==> src/rtl/rtc_pkg.sv <==
/*
  Constants for the real-time clock status, prescaler and counter section:
  register offsets, field positions, reset values and timing counts.
  Assumes a 16-bit register port with byte offsets as addresses.
*/
package rtc_pkg;
  localparam logic [5:0] OFF_INT_ENABLE = 6'h00;
  localparam logic [5:0] OFF_CONTROL_STATUS_LOW = 6'h04;
  localparam logic [5:0] OFF_PRESCALE_RELOAD_HIGH = 6'h08;
  localparam logic [5:0] OFF_PRESCALE_RELOAD_LOW = 6'h0c;
  localparam logic [5:0] OFF_PRESCALE_DIVIDER_HIGH = 6'h10;
  localparam logic [5:0] OFF_PRESCALE_DIVIDER_LOW = 6'h14;
  localparam logic [5:0] OFF_TIME_COUNT_HIGH = 6'h18;
  localparam logic [5:0] OFF_TIME_COUNT_LOW = 6'h1c;
  localparam logic [5:0] OFF_ALARM_HIGH = 6'h20;
  localparam logic [5:0] OFF_ALARM_LOW = 6'h24;

  localparam int BIT_WRITE_DONE = 5;
  localparam int BIT_CONFIG_ENTRY = 4;
  localparam int BIT_ANY_REQUEST = 3;
  localparam int BIT_OVERFLOW_REQUEST = 2;
  localparam int BIT_ALARM_REQUEST = 1;
  localparam int BIT_TICK_REQUEST = 0;

  localparam logic [3:0] INT_ENABLE_RESET = 4'h0;
  localparam logic [19:0] PRESCALE_RELOAD_RESET = 20'h001ff;
  localparam logic [31:0] TIME_COUNT_RESET = 32'h0000_0000;
  localparam logic [31:0] ALARM_RESET = 32'hffff_ffff;

  localparam int FIXED_DIVIDE = 64;
  localparam logic [1:0] UPDATE_SLOW_CYCLES = 2'h3;

  // staged-write mask bit positions
  localparam int STAGE_CNT_HIGH = 0;
  localparam int STAGE_CNT_LOW = 1;
  localparam int STAGE_ALR_HIGH = 2;
  localparam int STAGE_ALR_LOW = 3;
  localparam int STAGE_PRL_HIGH = 4;
  localparam int STAGE_PRL_LOW = 5;
endpackage : rtc_pkg

==> src/rtl/rtc_input_divider.sv <==
/*
  Slow input clock edge detector and fixed divide-by-64 stage.
  Assumes the slow clock is at least four times slower than i_clk and is
  already synchronous to it.
*/
`timescale 1ns/100ps
`default_nettype none
module rtc_input_divider (
  input wire logic i_clk,
  input wire logic i_reset_n,
  input wire logic i_slow_input_clock,
  output logic o_slow_edge,
  output logic o_prescale_tick
);
  import rtc_pkg::*;

  typedef struct packed {
    logic armed;
    logic slow_prev;
    logic [5:0] count;
    logic slow_edge;
    logic prescale_tick;
  } div_state_type;

  div_state_type st;
  div_state_type next_st;

  always_comb begin
    next_st = st;
    // no false edge when the pin is already high as reset lifts
    next_st.armed = 1'b1;
    next_st.slow_prev = i_slow_input_clock;
    next_st.slow_edge = st.armed & i_slow_input_clock & ~st.slow_prev;
    next_st.prescale_tick = 1'b0;
    if (next_st.slow_edge) begin
      next_st.count = st.count + 6'h01;
      next_st.prescale_tick = (st.count == 6'(FIXED_DIVIDE - 1));
    end
  end

  always_ff @(posedge i_clk or negedge i_reset_n) begin
    if (!i_reset_n) begin
      st <= '0;
    end else begin
      st <= next_st;
    end
  end

  assign o_slow_edge = st.slow_edge;
  assign o_prescale_tick = st.prescale_tick;
endmodule : rtc_input_divider
`default_nettype wire

==> src/rtl/rtc_core.sv <==
/*
  Real-time clock status, prescaler and time counter with register port.
  Assumes single-cycle register accesses on i_bus_select, 16-bit data, and
  a slow input clock sampled synchronously to i_clk.
*/
`timescale 1ns/100ps
`default_nettype none
module rtc_core (
  input wire logic i_clk,
  input wire logic i_reset_n,
  input wire logic i_slow_input_clock,
  input wire logic i_bus_select,
  input wire logic i_bus_write,
  input wire logic [5:0] i_bus_addr,
  input wire logic [15:0] i_bus_wdata,
  output logic [15:0] o_bus_rdata,
  output logic o_irq_any,
  output logic o_irq_overflow,
  output logic o_irq_alarm,
  output logic o_irq_tick,
  output logic o_time_base_tick
);
  import rtc_pkg::*;

  typedef struct packed {
    logic [3:0] enable;
    logic config_entry_bit;
    logic write_done_flag;
    logic any_request_flag;
    logic overflow_request_flag;
    logic alarm_request_flag;
    logic tick_request_flag;
    logic [19:0] prescale_reload_value;
    logic [19:0] staged_reload;
    logic [19:0] divider;
    logic [31:0] time_count_value;
    logic [31:0] staged_count;
    logic [31:0] alarm;
    logic [31:0] staged_alarm;
    logic [5:0] staged_mask;
    logic [1:0] update_edges;
    logic [15:0] rdata;
    logic [3:0] irq;
    logic time_base_tick;
  } core_state_type;

  core_state_type st;
  core_state_type next_st;
  logic slow_edge;
  logic prescale_tick;

  rtc_input_divider input_divider (
    .i_clk(i_clk),
    .i_reset_n(i_reset_n),
    .i_slow_input_clock(i_slow_input_clock),
    .o_slow_edge(slow_edge),
    .o_prescale_tick(prescale_tick)
  );

  // replace one 16-bit half of a 32-bit word
  function automatic logic [31:0] put_half(input logic [31:0] word,
                                           input logic high,
                                           input logic [15:0] data);
    put_half = high ? {data, word[15:0]} : {word[31:16], data};
  endfunction : put_half

  function automatic logic [15:0] pick_half(input logic [31:0] word,
                                            input logic high);
    pick_half = high ? word[31:16] : word[15:0];
  endfunction : pick_half

  logic bus_wr;
  logic bus_rd;
  logic writable;
  logic staging;
  logic [3:0] flag_clear;
  logic overflow_event;
  logic alarm_event;
  logic tick_event;
  logic [31:0] count_plus;

  always_comb begin
    next_st = st;
    bus_wr = i_bus_select & i_bus_write;
    bus_rd = i_bus_select & ~i_bus_write;
    writable = st.write_done_flag;
    staging = bus_wr & writable & st.config_entry_bit;
    flag_clear = 4'h0;
    count_plus = st.time_count_value + 32'h0000_0001;
    tick_event = 1'b0;
    overflow_event = 1'b0;
    alarm_event = 1'b0;

    // divider and time counter
    if (prescale_tick) begin
      if (st.divider == 20'h00000) begin
        tick_event = 1'b1;
        next_st.divider = st.prescale_reload_value;
        next_st.time_count_value = count_plus;
        overflow_event = (st.time_count_value == 32'hffff_ffff);
        alarm_event = (count_plus == st.alarm);
      end else begin
        next_st.divider = st.divider - 20'h00001;
      end
    end

    // register writes, all refused while an update is in flight
    if (bus_wr && writable) begin
      unique case (i_bus_addr)
        OFF_INT_ENABLE: next_st.enable = i_bus_wdata[3:0];
        OFF_CONTROL_STATUS_LOW: begin
          next_st.config_entry_bit = i_bus_wdata[BIT_CONFIG_ENTRY];
          flag_clear = ~i_bus_wdata[3:0];
          if (st.config_entry_bit && !i_bus_wdata[BIT_CONFIG_ENTRY]) begin
            next_st.write_done_flag = 1'b0;
            next_st.update_edges = 2'h0;
          end
        end
        default: ;
      endcase
    end
    if (staging) begin
      unique case (i_bus_addr)
        OFF_PRESCALE_RELOAD_HIGH: begin
          next_st.staged_reload[19:16] = i_bus_wdata[3:0];
          next_st.staged_mask[STAGE_PRL_HIGH] = 1'b1;
        end
        OFF_PRESCALE_RELOAD_LOW: begin
          next_st.staged_reload[15:0] = i_bus_wdata;
          next_st.staged_mask[STAGE_PRL_LOW] = 1'b1;
        end
        OFF_TIME_COUNT_HIGH: begin
          next_st.staged_count = put_half(st.staged_count, 1'b1,
                                          i_bus_wdata);
          next_st.staged_mask[STAGE_CNT_HIGH] = 1'b1;
        end
        OFF_TIME_COUNT_LOW: begin
          next_st.staged_count = put_half(st.staged_count, 1'b0,
                                          i_bus_wdata);
          next_st.staged_mask[STAGE_CNT_LOW] = 1'b1;
        end
        OFF_ALARM_HIGH: begin
          next_st.staged_alarm = put_half(st.staged_alarm, 1'b1,
                                          i_bus_wdata);
          next_st.staged_mask[STAGE_ALR_HIGH] = 1'b1;
        end
        OFF_ALARM_LOW: begin
          next_st.staged_alarm = put_half(st.staged_alarm, 1'b0,
                                          i_bus_wdata);
          next_st.staged_mask[STAGE_ALR_LOW] = 1'b1;
        end
        default: ;
      endcase
    end

    // update runs for three slow clock edges, then commits
    if (!st.write_done_flag && slow_edge) begin
      next_st.update_edges = st.update_edges + 2'h1;
      if (st.update_edges == UPDATE_SLOW_CYCLES - 2'h1) begin
        next_st.write_done_flag = 1'b1;
        next_st.staged_mask = 6'h00;
        if (st.staged_mask[STAGE_PRL_HIGH]) begin
          next_st.prescale_reload_value[19:16] = st.staged_reload[19:16];
        end
        if (st.staged_mask[STAGE_PRL_LOW]) begin
          next_st.prescale_reload_value[15:0] = st.staged_reload[15:0];
        end
        if (st.staged_mask[STAGE_CNT_HIGH]) begin
          next_st.time_count_value[31:16] = st.staged_count[31:16];
        end
        if (st.staged_mask[STAGE_CNT_LOW]) begin
          next_st.time_count_value[15:0] = st.staged_count[15:0];
        end
        if (st.staged_mask[STAGE_ALR_HIGH]) begin
          next_st.alarm[31:16] = st.staged_alarm[31:16];
        end
        if (st.staged_mask[STAGE_ALR_LOW]) begin
          next_st.alarm[15:0] = st.staged_alarm[15:0];
        end
        if (st.staged_mask[STAGE_PRL_HIGH] || st.staged_mask[STAGE_PRL_LOW]
            || st.staged_mask[STAGE_CNT_HIGH]
            || st.staged_mask[STAGE_CNT_LOW]) begin
          next_st.divider = {
            st.staged_mask[STAGE_PRL_HIGH] ? st.staged_reload[19:16]
                                           : st.prescale_reload_value[19:16],
            st.staged_mask[STAGE_PRL_LOW] ? st.staged_reload[15:0]
                                          : st.prescale_reload_value[15:0]
          };
        end
      end
    end

    // sticky request flags: a set in the clearing cycle wins
    next_st.tick_request_flag = tick_event
      | (st.tick_request_flag & ~flag_clear[BIT_TICK_REQUEST]);
    next_st.alarm_request_flag = alarm_event
      | (st.alarm_request_flag & ~flag_clear[BIT_ALARM_REQUEST]);
    next_st.overflow_request_flag = overflow_event
      | (st.overflow_request_flag & ~flag_clear[BIT_OVERFLOW_REQUEST]);
    next_st.any_request_flag = next_st.tick_request_flag
      | next_st.alarm_request_flag | next_st.overflow_request_flag
      | (st.any_request_flag & ~flag_clear[BIT_ANY_REQUEST]);

    next_st.irq = {next_st.any_request_flag, next_st.overflow_request_flag,
                   next_st.alarm_request_flag, next_st.tick_request_flag}
                  & next_st.enable;
    next_st.time_base_tick = tick_event;

    // read data, live values, reserved bits as zero
    if (bus_rd) begin
      unique case (i_bus_addr)
        OFF_INT_ENABLE: next_st.rdata = {12'h000, st.enable};
        OFF_CONTROL_STATUS_LOW: next_st.rdata = {10'h000,
          st.write_done_flag, st.config_entry_bit, st.any_request_flag,
          st.overflow_request_flag, st.alarm_request_flag,
          st.tick_request_flag};
        OFF_PRESCALE_RELOAD_HIGH:
          next_st.rdata = {12'h000, st.prescale_reload_value[19:16]};
        OFF_PRESCALE_RELOAD_LOW:
          next_st.rdata = st.prescale_reload_value[15:0];
        OFF_PRESCALE_DIVIDER_HIGH:
          next_st.rdata = {12'h000, st.divider[19:16]};
        OFF_PRESCALE_DIVIDER_LOW: next_st.rdata = st.divider[15:0];
        OFF_TIME_COUNT_HIGH:
          next_st.rdata = pick_half(st.time_count_value, 1'b1);
        OFF_TIME_COUNT_LOW:
          next_st.rdata = pick_half(st.time_count_value, 1'b0);
        default: next_st.rdata = 16'h0000;
      endcase
    end
  end

  // flags advance only on i_clk edges, so a stopped clock freezes them
  always_ff @(posedge i_clk or negedge i_reset_n) begin
    if (!i_reset_n) begin
      st <= '0;
      st.enable <= INT_ENABLE_RESET;
      st.write_done_flag <= 1'b1;
      st.prescale_reload_value <= PRESCALE_RELOAD_RESET;
      st.divider <= PRESCALE_RELOAD_RESET;
      st.time_count_value <= TIME_COUNT_RESET;
      st.alarm <= ALARM_RESET;
      st.staged_alarm <= ALARM_RESET;
      st.staged_reload <= PRESCALE_RELOAD_RESET;
    end else begin
      st <= next_st;
    end
  end

  assign o_bus_rdata = st.rdata;
  assign o_irq_any = st.irq[3];
  assign o_irq_overflow = st.irq[2];
  assign o_irq_alarm = st.irq[1];
  assign o_irq_tick = st.irq[0];
  assign o_time_base_tick = st.time_base_tick;

  logic [1:0] busy_edges;
  always_ff @(posedge i_clk or negedge i_reset_n) begin
    if (!i_reset_n) begin
      busy_edges <= 2'h0;
    end else if (st.write_done_flag) begin
      busy_edges <= 2'h0;
    end else if (slow_edge && busy_edges != 2'h3) begin
      busy_edges <= busy_edges + 2'h1;
    end
  end
endmodule : rtc_core
`default_nettype wire

==> config.mk <==
export PLATFORM = sky130hd
export DESIGN_NAME = rtc_core
export DESIGN_NICKNAME = d
export VERILOG_FILES = /design/src/rtl/rtc_pkg.sv /design/src/rtl/rtc_input_divider.sv /design/src/rtl/rtc_core.sv
export SDC_FILE = /design/constraint.sdc
export NUM_CORES = 1
export LEC_CHECK = 0
export BUFFER_PORTS_ARGS = -buffer_cell sky130_fd_sc_hd__buf_2
export CORE_ASPECT_RATIO = 1.75
export CORE_MARGIN = 4
export CORE_UTILIZATION = 35
export CTS_CLUSTER_DIAMETER = 120
export DETAILED_ROUTE_END_ITERATION = 10
export PLACE_DENSITY_LB_ADDON = 0.3
export SETUP_SLACK_MARGIN = 0.3
export SYNTH_ARGS = -nofsm -noshare
export SYNTH_HDL_FRONTEND = slang
export SYNTH_HIERARCHICAL = 1
export SYNTH_SLANG_ARGS = --single-unit
==> constraint.sdc <==
create_clock -name i_clk -period 3.6 [get_ports i_clk]
set_clock_uncertainty 0.05 [all_clocks]
set_input_delay 0.18 -clock i_clk [delete_from_list [all_inputs] [get_ports i_clk]]
set_output_delay 0.18 -clock i_clk [all_outputs]
set_load 0.05 [all_outputs]
==> flow_summary_export.csv <==
group,metric,value,unit
run_status,status,"complete, no violations",
pwr,swShare,24.63,%
critical_path,required,4000,ps
synth,yosys_warnings,6,
critical_path,slowest_stage,"or3_1",
clocking,clk_pin_slew,70,ps
global_routing,grt_antenna_before_repair,0,
timing,fin_setup_tns,0,ps
route,routed_via_density,5.543,
route,vias,9262,
floorplanning,die_w,148.6,µm
job,drv_cap,0,
route,drtAntennaViolNets,0,
synth,syn-cell-area,12110,µm²
route,routed_wirelength,39040,µm
critical_path,cp_max_fo,22,
timing,post-route-min-period,3067,ps
pwr,cellPowerDensity,406.1,nW/µm²
synth,synthCells,1162,
final_layout,drive_gt1_share,29.36,%
timing,hold_violations,0,
timing,slew_headroom,36.97,%
synth,synth_top_area_share,29.97,%
floorplanning,fp.dieH,254.0,µm
route,drt_first_pass_iters,6,
global_routing,overflow,0,
critical_path,arrival,3470,ps
route,drc_errors,0,
pwr,ir_drop,0.2351,mV
timing,fmax,0.3260,GHz
synth,ys_async_sr_fraction,100.0,%
synth,ys_top_cells_by_area,"dfrtp_1, dfstp_2, mux2_2",
floorplanning,die_area,37750,µm²
clocking,cts-buffers-inserted,22,
synth,synth_nets,1194,
floorplanning,core,33960,µm²
critical_path,worst_path_most_repeated_cell,"or3_1",
critical_path,end_kind,"flop",
placed_design,port_buffers,47,
final_layout,area_growth,13.50,%
synth,ys_top_cells_by_count,"dfrtp_1, mux2_2, nand2_1, nor2_1, dfstp_2",
clocking,clock-sinks,237,
floorplanning,num_io_pins,48,
global_routing,grt_pass1_vias,9522,
timing,tightest_slew,945.5,ps
global_routing,track_usage,20.82,%
clocking,cts_htree_levels,1,
timing,rsz0062_at_grt,"no",
synth,ys.flop_type,"dfrtp_1",
pwr,seqPwrFrac,49.9,%
placed_design,hpwl,28970,µm
global_routing,grt_pass1_wl,59430,µm
final_layout,final_core_util,40.46,%
clocking,cts.path.max_buffers,3,
timing,slew_viol_final,0,
synth,postSynthAreaPerCell,10.42,µm²
pwr,p_int,4206,µW
critical_path,crit_path_start_kind,"flop",
floorplanning,initial_utilization,35.65,%
final_layout,fill_cells,3271,
pwr,power.share.clock,43.7,%
synth,yosysSeqAreaShare,49.93,%
critical_path,crit_path_max_incr_delay,720,ps
pwr,p_leak,0.006081,µW
placed_design,place.gp.congestion,0.9900,
clocking,clk_latency,530,ps
critical_path,critical_path_class,"reg2reg",
route,drt_iter0_drc,640,
pwr,switchingPower,1374,µW
clocking,clockRootBuffer,"clkbuf_16",
timing,setup_violations,0,
clocking,cts_tree,"done",
synth,ys_ff_latch,237,
final_layout,n_antenna_cell,0,
synth,synth_edf_count,0,
synth,synth_cell_types,65,
global_routing,grt_max_degree,100,
synth,yosysTopAreaCell,"dfrtp_1",
critical_path,cp_cell_sequence,"or3_1 > or4_4 > buf_4 > or3_1 > nand3_1 > nand2_1 > a221oi_1 > a21oi_1",
pwr,comb_power_share,6.5,%
hold_path,hp-class,"in2reg",
timing,timing.final.crit_share,85.21,%
final_layout,nNetsFinal,1232,
floorplanning,rows,89,
synth,synth_most_common_cell,"dfrtp_1",
route,post_drt_wl_per_cell,23.36,µm
kinds of logic after synthesis:
family          after synthesis  synth area share, %
xor+xnor                     80                5.787
flops                       237                49.93
buf+inv                     104                3.792
simple gates                367                14.68
other cells                   1              0.03097
mux                         149                13.67
fa+ha+maj                     5               0.5167
compound gates              219                11.58
placed cells by master (no fill, tap or decap), types with 6 or more instances in the layout:
cell type	instances
o22ai_1	6
o21ai_0	62
nand2b_1	6
xor2_1	31
buf_2	46
clkinv_2	9
a22o_1	12
and4_1	9
inv_1	15
clkbuf_16	23
mux2i_1	21
nand2_1	113
and2_1	8
dfrtp_1	145
nor3_1	21
or4_1	7
nor2_1	97
nand3_1	29
and3_1	7
dlygate4sd3_1	15
xnor2_1	49
mux2_2	127
nor2b_1	8
dfstp_2	92
a22oi_1	10
nand4_1	21
a221oi_1	6
buf_4	40
a21oi_1	62
nor4_1	15
o211ai_1	8
a222oi_1	13
sequential cells by signal, indices dropped and copies added (netlist names):
signal                         flops
st                               205
o_bus_rdata                       16
input_divider/st                   8
input_divider/o_prescale_tick      1
input_divider/o_slow_edge          1
o_irq_alarm                        1
o_irq_any                          1
o_irq_overflow                     1
o_irq_tick                         1
o_time_base_tick                   1
writable                           1
timing repair:
action | 4_1_cts | 5_1_grt
setup buffers | 0 | 0
setup endpoints to repair | 0 | 4
resized for setup | 0 | 2
hold endpoints to repair | 109 | 0
hold buffers | 15 | 0
power by group through the flow:
| stage | Sequential, µW | Combinational [µW] | Clock (µW) |
|---|---|---|---|
| after global routing | 2790 | 399 | 2600 |
| after global placement | 2830 | 347 | 0 |
| after detailed placement | 2830 | 352 | 0 |
| after floorplan | 2820 | 176 | 0 |
| final | 2780 | 361 | 2440 |
| after CTS | 2780 | 367 | 2490 |
per-layer routing:
layer	routed length [µm]	share of wire, %	vias up	GRT usage, %
met2	20460	52	353	38.14
li1	-	-	4214	-
met4	2847	7.3	0	13.32
met5	0	0	-	0
met1	13960	36	4572	22.60
met3	1773	4.5	123	2.177
stage by stage:
| step | hold WS (ps) | instances | area (µm²) | worst slack, ps | power (µW) |
|---|---|---|---|---|---|
| final | 32.21 | 1671 | 13740 | 532.5 | 5580 |
| after detailed placement | 235.6 | 1616 | 12850 | 394.4 | 3180 |
| after global routing | 38.24 | 1671 | 13740 | 302.5 | 5784 |
| after global placement | 228.4 | 1616 | 12850 | 431.6 | 3172 |
| after CTS | 17.99 | 1671 | 13740 | 365.4 | 5639 |
| after floorplan | -165.6 | 1162 | 12110 | 620.4 | 2994 |
layout make-up:
type / instances / area [µm²] / area share, %
repair buffers: 103 / 715.7 / 5.208
multi-input cells: 821 / 5618 / 40.88
well taps: 455 / 569.3 / 4.143
clock buffers: 25 / 603.1 / 4.389
inverters: 15 / 56.30 / 0.4097
flip-flops and latches: 237 / 6046 / 44.00
clock inverters: 15 / 133.9 / 0.9742
worst max-delay path: cells and delay by family, from the launching register on:
family | cells | cell delay [ps]
buffers and inverters | 1 | 180
flip-flops | 1 | 430
AND/OR/NAND/NOR | 5 | 1930
AO/OA/AOI/OAI | 2 | 380
path summary, 6_finish.rpt:
| check | to | from | cells after the start | slack [ps] |
|---|---|---|---|---|
| worst min register to register | o_bus_rdata[11] | o_bus_rdata[11] | 2 | 420 |
| max in group asynchronous | st[53] | i_reset_n | 3 | 2340 |
| worst max-delay path | st[162] | st[170] | 8 | 530 |
| worst max register to register | st[162] | st[170] | 8 | 530 |
| min in group asynchronous | st[95] | i_reset_n | 2 | 230 |
| worst min-delay path | st[112] | i_bus_wdata[3] | 3 | 30 |
Power figures use the tool's default switching activity.
